File: src/acnd_pkg.sv
package acnd_pkg;

    localparam int ACC_W = 24;
    localparam int ADDR_W = 8;
    localparam int DATA_W = 32;
    localparam int CNT_W = 3;

    // cycles per instruction
    localparam logic [CNT_W-1:0] CYC_CMP_ACC = 3'h1;
    localparam logic [CNT_W-1:0] CYC_CMP_IMM = 3'h4;
    localparam logic [CNT_W-1:0] CYC_NEGATE  = 3'h2;
    localparam logic [CNT_W-1:0] CYC_DECR    = 3'h1;
    localparam logic [CNT_W-1:0] CYC_WDT     = 3'h2;

    // register offsets (byte addresses)
    localparam logic [ADDR_W-1:0] REG_FLAGS = 8'h00;
    localparam logic [ADDR_W-1:0] REG_ACC_X = 8'h04;
    localparam logic [ADDR_W-1:0] REG_ACC_Y = 8'h08;
    localparam logic [ADDR_W-1:0] REG_ACC_Z = 8'h0c;
    localparam logic [ADDR_W-1:0] REG_ACC_R = 8'h10;

    // flag bit positions in the flags register
    localparam int FLAG_ZERO_BIT     = 0;
    localparam int FLAG_SIGN_BIT     = 1;
    localparam int FLAG_OVERFLOW_BIT = 2;
    localparam int FLAG_CARRY_BIT    = 3;

    localparam logic [ACC_W-1:0] ACC_RESET = 24'h000000;
    localparam logic [ACC_W-1:0] ACC_ONE   = 24'h000001;

    // accumulator select codes
    localparam logic [1:0] SEL_X = 2'h0;
    localparam logic [1:0] SEL_Y = 2'h1;
    localparam logic [1:0] SEL_Z = 2'h2;
    localparam logic [1:0] SEL_R = 2'h3;

    typedef enum logic [1:0] {
        ACND_OP_WDT_CLEAR,
        ACND_OP_COMPARE,
        ACND_OP_NEGATE,
        ACND_OP_DECREMENT
    } acnd_op_e;

    typedef struct packed {
        acnd_op_e         op;
        logic [1:0]       accumulator_select;
        logic             second_is_imm;
        logic [1:0]       second_select;
        logic [ACC_W-1:0] imm;
    } acnd_instr_s;

    typedef struct packed {
        logic carry;
        logic overflow;
        logic sign;
        logic zero;
    } acnd_flags_s;

    localparam acnd_flags_s FLAGS_RESET = 4'h0;

endpackage
File: src/acnd_alu.sv
`timescale 1ns/1ps
module acnd_alu (
    input  wire logic [acnd_pkg::ACC_W-1:0] minuend,    // left operand
    input  wire logic [acnd_pkg::ACC_W-1:0] subtrahend, // right operand
    output logic [acnd_pkg::ACC_W-1:0]      difference, // minuend - subtrahend
    output acnd_pkg::acnd_flags_s           flags       // flags of the difference
);
    logic [acnd_pkg::ACC_W:0] wide;

    always_comb begin
        wide = {1'b0, minuend} - {1'b0, subtrahend};
        difference = wide[acnd_pkg::ACC_W-1:0];
        // carry is the borrow out
        flags.carry = wide[acnd_pkg::ACC_W];
        // signed overflow of the subtraction
        flags.overflow = (minuend[acnd_pkg::ACC_W-1] ^ subtrahend[acnd_pkg::ACC_W-1])
                       & (minuend[acnd_pkg::ACC_W-1] ^ difference[acnd_pkg::ACC_W-1]);
        flags.sign = difference[acnd_pkg::ACC_W-1];
        flags.zero = (difference == acnd_pkg::ACC_RESET);
    end
endmodule

File: src/acnd_core.sv
`timescale 1ns/1ps
// Overview of operation
// - compare computes second minus first; accumulators stay unchanged, only flags stored.
// - compare sets carry, overflow, sign and zero from the subtraction.
// - first operand is x, y, z or r; second is accumulator or 24-bit immediate.
// - accumulator compare takes 1 cycle; immediate compare takes 4 cycles.
// - negate writes inverse plus one, updates sign and zero only, takes 2 cycles.
// - decrement subtracts one, updates all four flags, takes 1 cycle.
// - watchdog-clear opcode pulses the watchdog clear strobe, alters no flag.
// - flag C is carry, flag O is overflow.
module acnd_core (
    input  wire logic                          core_clk,                       // core clock
    input  wire logic                          reset,                          // async reset
    input  wire logic                          instr_valid,                    // decoded instr valid
    input  wire acnd_pkg::acnd_instr_s         instr,                          // decoded instr
    output logic                               instr_ready,                    // may accept
    output logic                               instr_done,                     // retire pulse
    output logic                               watchdog_clear,                 // wdt restart
    output acnd_pkg::acnd_flags_s              carry_overflow_sign_zero_flags, // flags
    input  wire logic [acnd_pkg::ADDR_W-1:0]   bus_addr,                       // reg address
    input  wire logic [acnd_pkg::DATA_W-1:0]   bus_wdata,                      // write data
    input  wire logic                          bus_write,                      // write strobe
    input  wire logic                          bus_read,                       // read strobe
    output logic [acnd_pkg::DATA_W-1:0]        bus_rdata                       // read data
);
    logic [acnd_pkg::ACC_W-1:0] acc [4];
    logic                       busy;
    logic [acnd_pkg::CNT_W-1:0] remaining;
    acnd_pkg::acnd_instr_s      held;
    acnd_pkg::acnd_instr_s      cur;
    logic                       accept;
    logic                       commit;
    logic [acnd_pkg::ACC_W-1:0] first_val;
    logic [acnd_pkg::ACC_W-1:0] second_val;
    logic [acnd_pkg::ACC_W-1:0] minuend;
    logic [acnd_pkg::ACC_W-1:0] subtrahend;
    logic [acnd_pkg::ACC_W-1:0] difference;
    acnd_pkg::acnd_flags_s      alu_flags;
    acnd_pkg::acnd_flags_s      next_flags;
    logic                       writes_acc;
    logic [acnd_pkg::CNT_W-1:0] cyc_new;
    logic [2:0]                 bus_hit;
    logic [3:0]                 instr_we;
    logic [3:0]                 bus_we;

    function automatic logic [acnd_pkg::CNT_W-1:0] op_cycles(input acnd_pkg::acnd_instr_s i);
        case (i.op)
            acnd_pkg::ACND_OP_COMPARE: begin
                op_cycles = i.second_is_imm ? acnd_pkg::CYC_CMP_IMM
                                            : acnd_pkg::CYC_CMP_ACC;
            end
            acnd_pkg::ACND_OP_NEGATE:    op_cycles = acnd_pkg::CYC_NEGATE;
            acnd_pkg::ACND_OP_DECREMENT: op_cycles = acnd_pkg::CYC_DECR;
            acnd_pkg::ACND_OP_WDT_CLEAR: op_cycles = acnd_pkg::CYC_WDT;
            default:                     op_cycles = acnd_pkg::CYC_DECR;
        endcase
    endfunction

    // bus address to accumulator index; top bit marks a hit
    function automatic logic [2:0] acc_decode(input logic [acnd_pkg::ADDR_W-1:0] a);
        case (a)
            acnd_pkg::REG_ACC_X: acc_decode = {1'b1, acnd_pkg::SEL_X};
            acnd_pkg::REG_ACC_Y: acc_decode = {1'b1, acnd_pkg::SEL_Y};
            acnd_pkg::REG_ACC_Z: acc_decode = {1'b1, acnd_pkg::SEL_Z};
            acnd_pkg::REG_ACC_R: acc_decode = {1'b1, acnd_pkg::SEL_R};
            default:             acc_decode = 3'h0;
        endcase
    endfunction

    assign instr_ready = !busy;
    assign accept      = instr_valid && !busy;
    assign cyc_new     = op_cycles(instr);
    assign cur         = busy ? held : instr;
    // one decode of the bus address serves both write and read
    assign bus_hit     = acc_decode(bus_addr);
    // single-cycle ops retire on acceptance, others on their last cycle
    assign commit      = (accept && cyc_new == acnd_pkg::CYC_DECR)
                       || (busy && remaining == acnd_pkg::CYC_DECR);

    // operand fetch; only the second operand may be an immediate
    assign first_val  = acc[cur.accumulator_select];
    assign second_val = cur.second_is_imm ? cur.imm : acc[cur.second_select];

    // operand routing into the shared subtractor
    always_comb begin
        case (cur.op)
            acnd_pkg::ACND_OP_COMPARE: begin
                minuend    = second_val;
                subtrahend = first_val;
            end
            acnd_pkg::ACND_OP_NEGATE: begin
                minuend    = acnd_pkg::ACC_RESET;
                subtrahend = first_val;
            end
            acnd_pkg::ACND_OP_DECREMENT: begin
                minuend    = first_val;
                subtrahend = acnd_pkg::ACC_ONE;
            end
            default: begin
                minuend    = acnd_pkg::ACC_RESET;
                subtrahend = acnd_pkg::ACC_RESET;
            end
        endcase
    end

    acnd_alu u_alu (
        .minuend    (minuend),
        .subtrahend (subtrahend),
        .difference (difference),
        .flags      (alu_flags)
    );

    // flag merge; negate keeps carry and overflow
    always_comb begin
        next_flags = carry_overflow_sign_zero_flags;
        writes_acc = 1'b0;
        case (cur.op)
            acnd_pkg::ACND_OP_COMPARE: begin
                next_flags = alu_flags;
            end
            acnd_pkg::ACND_OP_DECREMENT: begin
                next_flags = alu_flags;
                writes_acc = 1'b1;
            end
            acnd_pkg::ACND_OP_NEGATE: begin
                next_flags.sign = alu_flags.sign;
                next_flags.zero = alu_flags.zero;
                writes_acc      = 1'b1;
            end
            acnd_pkg::ACND_OP_WDT_CLEAR: begin
                next_flags = carry_overflow_sign_zero_flags;
            end
            default: begin
                next_flags = carry_overflow_sign_zero_flags;
            end
        endcase
    end

    // multi-cycle sequencing
    always_ff @(posedge core_clk or posedge reset) begin
        if (reset) begin
            busy      <= 1'b0;
            remaining <= '0;
            held      <= '0;
        end else if (accept && cyc_new != acnd_pkg::CYC_DECR) begin
            busy      <= 1'b1;
            remaining <= cyc_new - acnd_pkg::CYC_DECR;
            held      <= instr;
        end else if (busy) begin
            remaining <= remaining - acnd_pkg::CYC_DECR;
            busy      <= (remaining != acnd_pkg::CYC_DECR);
        end
    end

    // flags change only when an instruction retires
    always_ff @(posedge core_clk or posedge reset) begin
        if (reset) begin
            carry_overflow_sign_zero_flags <= acnd_pkg::FLAGS_RESET;
        end else if (commit) begin
            carry_overflow_sign_zero_flags <= next_flags;
        end
    end

    // accumulators; a retiring instruction wins over a bus write
    generate
        for (genvar g = 0; g < 4; g++) begin : g_acc
            assign instr_we[g] = commit && writes_acc && cur.accumulator_select == 2'(g);
            assign bus_we[g]   = bus_write && bus_hit == {1'b1, 2'(g)};
            always_ff @(posedge core_clk or posedge reset) begin
                if (reset) begin
                    acc[g] <= acnd_pkg::ACC_RESET;
                end else if (instr_we[g]) begin
                    acc[g] <= difference;
                end else if (bus_we[g]) begin
                    acc[g] <= bus_wdata[acnd_pkg::ACC_W-1:0];
                end
            end
        end
    endgenerate

    // retire pulse, registered from commit, raised at the retiring edge
    always_ff @(posedge core_clk or posedge reset) begin
        if (reset) begin
            instr_done <= 1'b0;
        end else begin
            instr_done <= commit;
        end
    end

    // watchdog restart strobe, raised with the retire pulse
    always_ff @(posedge core_clk or posedge reset) begin
        if (reset) begin
            watchdog_clear <= 1'b0;
        end else begin
            watchdog_clear <= commit && cur.op == acnd_pkg::ACND_OP_WDT_CLEAR;
        end
    end

    // register read port, data one cycle after the strobe
    always_ff @(posedge core_clk or posedge reset) begin
        if (reset) begin
            bus_rdata <= '0;
        end else if (bus_read) begin
            if (bus_addr == acnd_pkg::REG_FLAGS) begin
                bus_rdata <= '0;
                bus_rdata[acnd_pkg::FLAG_CARRY_BIT]    <= carry_overflow_sign_zero_flags.carry;
                bus_rdata[acnd_pkg::FLAG_OVERFLOW_BIT] <= carry_overflow_sign_zero_flags.overflow;
                bus_rdata[acnd_pkg::FLAG_SIGN_BIT]     <= carry_overflow_sign_zero_flags.sign;
                bus_rdata[acnd_pkg::FLAG_ZERO_BIT]     <= carry_overflow_sign_zero_flags.zero;
            end else if (bus_hit[2]) begin
                bus_rdata <= {8'h00, acc[bus_hit[1:0]]};
            end else begin
                bus_rdata <= '0;
            end
        end else begin
            bus_rdata <= '0;
        end
    end

endmodule

File: config.mk
export PLATFORM = sky130hd
export DESIGN_NAME = acnd_core
export DESIGN_NICKNAME = d
export VERILOG_FILES = /design/src/acnd_pkg.sv /design/src/acnd_alu.sv /design/src/acnd_core.sv
export SDC_FILE = /design/constraint.sdc
export NUM_CORES = 1
export LEC_CHECK = 0
export CAP_MARGIN = 5
export CORE_UTILIZATION = 55
export DETAILED_ROUTE_END_ITERATION = 10
export DONT_BUFFER_PORTS = 1
export GPL_TIMING_DRIVEN = 0
export MAX_ROUTING_LAYER = met4
export PLACE_DENSITY = 0.7
export SETUP_SLACK_MARGIN = 0.2
export SYNTH_ARGS = -nofsm -noshare
export SYNTH_HDL_FRONTEND = slang
export SYNTH_SLANG_ARGS = --single-unit
File: constraint.sdc
create_clock -name core_clk -period 5.9 [get_ports core_clk]
set_input_delay 0.295 -clock core_clk [delete_from_list [all_inputs] [get_ports core_clk]]
set_output_delay 0.295 -clock core_clk [all_outputs]
set_load 0.01 [all_outputs]
==> impl_metrics.csv <==
group,metric,value,unit
worst_setup_path,reg2reg_to,"carry_overflow_sign_zero_flags[0]",
drt,dr.pass1.iters,7,
drt,wl_per_cell,25.2,um
timing,worst_slew_pin_slew,0.937,ns
cts,clk_pin_slew,0.06,ns
drt,viasPerCell,6.69,
floorplanning,coreArea,19700,um2
yosys,ys_ff_latch,161,
yosys,synth_edf_count,0,
drt,drcViolationCount,0,
global_routing,grt_use_met1,50.3,%
drt,totalWireLength,37100,um
timing,timing.fmax,185,MHz
timing,setup_tns,0,ns
placement,io_buffers,0,
hold_path,min_path_type,"input pin to flip-flop",
finish,drive_gt1_share,16.4,%
timing,layout_min_cycle_time,5.42,ns
timing,slew_headroom,37.1,%
run_status,outcome,"finished with violations",
cts,cts_tree,"yes",
timing,finalWorstSetupSlack,0.482,ns
cts,clk_latency,0.45,ns
worst_setup_path,required,6.25,ns
placement,place_ws,-0.388,ns
yosys,syn_area,11100,um2
worst_setup_path,crit_path_top_delay_cell,"mux4_2",
finish,final_net_count,1305,
yosys,ys_top_cells_by_count,"161 x dfrtp_1, 139 x nand2_1, 115 x o21ai_0, 97 x a21oi_1, 81 x mux2i_1",
floorplanning,die_area,20800,um2
worst_setup_path,crit_path_cell_trace,"clkbuf_4 > mux2i_4 > clkbuf_4 > mux4_2 > a22oi_1 > ha_1 > inv_1 > fa_1 > a211oi_4 > o211a_1 > o21ai_1 > a21o_1 > a2111oi_2 > a311oi_2 > or3b_1 > o21ai_1",
worst_setup_path,cp-start-kind,"flip-flop",
floorplanning,ioPinCount,115,
yosys,synth_top_cell_area_share,36.2,%
run,cap_viol_max_count,0,
cts,clock_path_buffers,2,
drt,route.vias.total,9871,
finish,n_fill_cell,1678,
worst_setup_path,worstPathMaxFanout,10,
placement,dpl_cell_area,11500,um2
drt,first_iter_violations,1156,
placement,hpwl,26400,um
yosys,async_flop_share,100,%
floorplanning,die_h,144,um
timing,hold_ws,-0.000752,ns
finish,syn2layout_area_growth,12.3,%
yosys,yosys_warnings,0,
global_routing,grt_pass1_vias,9576,
hold_path,hp-start,"instr[27]",
global_routing,use_met3,10.9,%
timing,drv_slew,0,
yosys,synth.area.top_cells,"dfrtp_1 36%, mux4_2 9.7%, mux2i_1 7.3%",
floorplanning,start_util,56.6,%
timing,min_period_over_period,91.8,%
yosys,yosysTopAreaCell,"dfrtp_1",
worst_setup_path,cp.arrival,5.77,ns
floorplanning,die_w,144,um
timing,hold_viol_final,1,
global_routing,grt_pass1_wl,55900,um
worst_setup_path,r2r-start,"busy",
cts,numClockSinks,161,
placement,gp_congestion,0.986,
yosys,seq_area_frac_synth,36.2,%
global_routing,grt_max_degree,117,
global_routing,overflow,0,
cts,cts_root_buf,"clkbuf_16",
yosys,post-synth-top-count-cell,"dfrtp_1",
floorplanning,rows,51,
worst_setup_path,critPathKind,"flip-flop to flip-flop",
yosys,syn_avg_cell_area,9.78,um2
yosys,netlist_instances,1137,
worst_setup_path,rr_worst_depth,16,
timing,fin_worst_skew,0.0172,ns
worst_setup_path,cp_top_family,"compound AO/OA/AOI/OAI gates",
worst_setup_path,path_buf_inv,3,
finish,final_cell_area,12500,um2
global_routing,grt_util_all_layers,38.3,%
cts,htreeDepth,4,
timing,rsz0062_at_grt,"false",
hold_path,hold_end,"held[27]",
run_status,violations,"negative hold slack",
global_routing,antenna_found_initial,1,
worst_setup_path,r2r_slack,0.48,ns
cts,cts_made_buffers,17,
hold_path,min_path_cells,1,
yosys,synth_ff_type,"dfrtp_1",
timing,setup_viol,0,
drt,postRouteAntennaNets,0,
worst_setup_path,slowest_delay,0.58,ns
worst_setup_path,critPathCaptureType,"flip-flop",
global_routing,busiest_layer,"met2",
global_routing,use_met2,56.4,%
yosys,synth_cell_type_count,76,
worst max-delay path by stage:
stage / start / cells after the start / to
finish: busy / 16 / carry_overflow_sign_zero_flags[0]
global route: busy / 18 / carry_overflow_sign_zero_flags[0]
CTS: busy / 19 / carry_overflow_sign_zero_flags[0]
detailed placement: busy / 21 / carry_overflow_sign_zero_flags[0]
global placement: reset / 1 / acc[43]
floorplan: busy / 20 / carry_overflow_sign_zero_flags[0]
through the flow:
stage,util (%),instances
global placement,58.4,1409
detailed placement,58.6,1411
floorplan,-,1144
finish,63.6,1475
CTS,63.1,1468
global route,63.6,1473
routing by layer:
metal	part of all wire, %	vias to the layer above
li1	-	4337
met1	40	4827
met2	45	622
met3	12	85
met4	3.2	0
met5	0	-
sequential cells by signal (all words and copies together), names as in the netlist:
name / flops
bus_rdata: 24
busy: 1
watchdog_clear: 1
instr_done: 1
acc: 96
remaining: 3
held: 31
carry_overflow_sign_zero_flags: 4
layout make-up:
class / count / area (um2) / area share, %
Tap cell: 265 / 332 / 2.65
Timing Repair Buffer: 33 / 330 / 2.64
Antenna cell: 2 / 5.00 / 0.0401
Multi-Input combinational cell: 864 / 6610 / 52.9
Clock inverter: 10 / 124 / 0.991
Sequential cell: 161 / 4030 / 32.2
Inverter: 27 / 109 / 0.871
Clock buffer: 21 / 460 / 3.68
Buffer: 92 / 498 / 3.99
placed cells by master, fill, tap and decap left out, drive strengths merged, types with 4 or more instances in the layout:
cell / n
a211oi: 11
a21o: 10
a21oi: 97
a222oi: 15
a22o: 23
a22oi: 9
and2: 7
and3: 5
buf: 47
clkbuf: 73
conb: 8
dfrtp: 161
dlygate4sd3: 26
ha: 32
inv: 30
mux2: 45
mux2i: 82
mux4: 48
nand2: 140
nand3: 10
nor2: 69
nor2b: 15
nor3: 11
nor4: 5
o211a: 4
o211ai: 6
o21a: 4
o21ai: 122
o221ai: 19
o22ai: 4
or3: 6
xnor2: 12
xor2: 7
timing repair:
action	in CTS	in global routing
endpoints found under the setup margin	20	5
buffers inserted	0	5
cloned	0	0
endpoints found under the hold margin	71	0
hold buffers	26	0
resized for setup	13	17
pin swaps	0	0
worst register-to-register path: cells and delay by family, from the launching register on:
family	cells	cell delay, ns
AOI/OAI and AO/OA	8	1.91
muxes	2	1.14
buffers and inverters	3	0.77
adders and majority gates	2	0.70
and+or+nand+nor	1	0.46
DFF	1	0.32
logic make-up after synthesis:
family / count (synthesis) / synth area share (%)
XOR/XNOR: 19 / 1.50
buffers and inverters: 119 / 5.15
multiplexers: 175 / 21.7
AND/OR/NAND/NOR: 283 / 11.5
AO/OA/AOI/OAI: 346 / 20.1
flip-flops: 161 / 36.2
other: 1 / 0.0337
adder cells (fa/ha/maj): 33 / 3.78
Power is not shown: default switching activity piles up to over one toggle a cycle in this logic, so the estimate is an artifact.
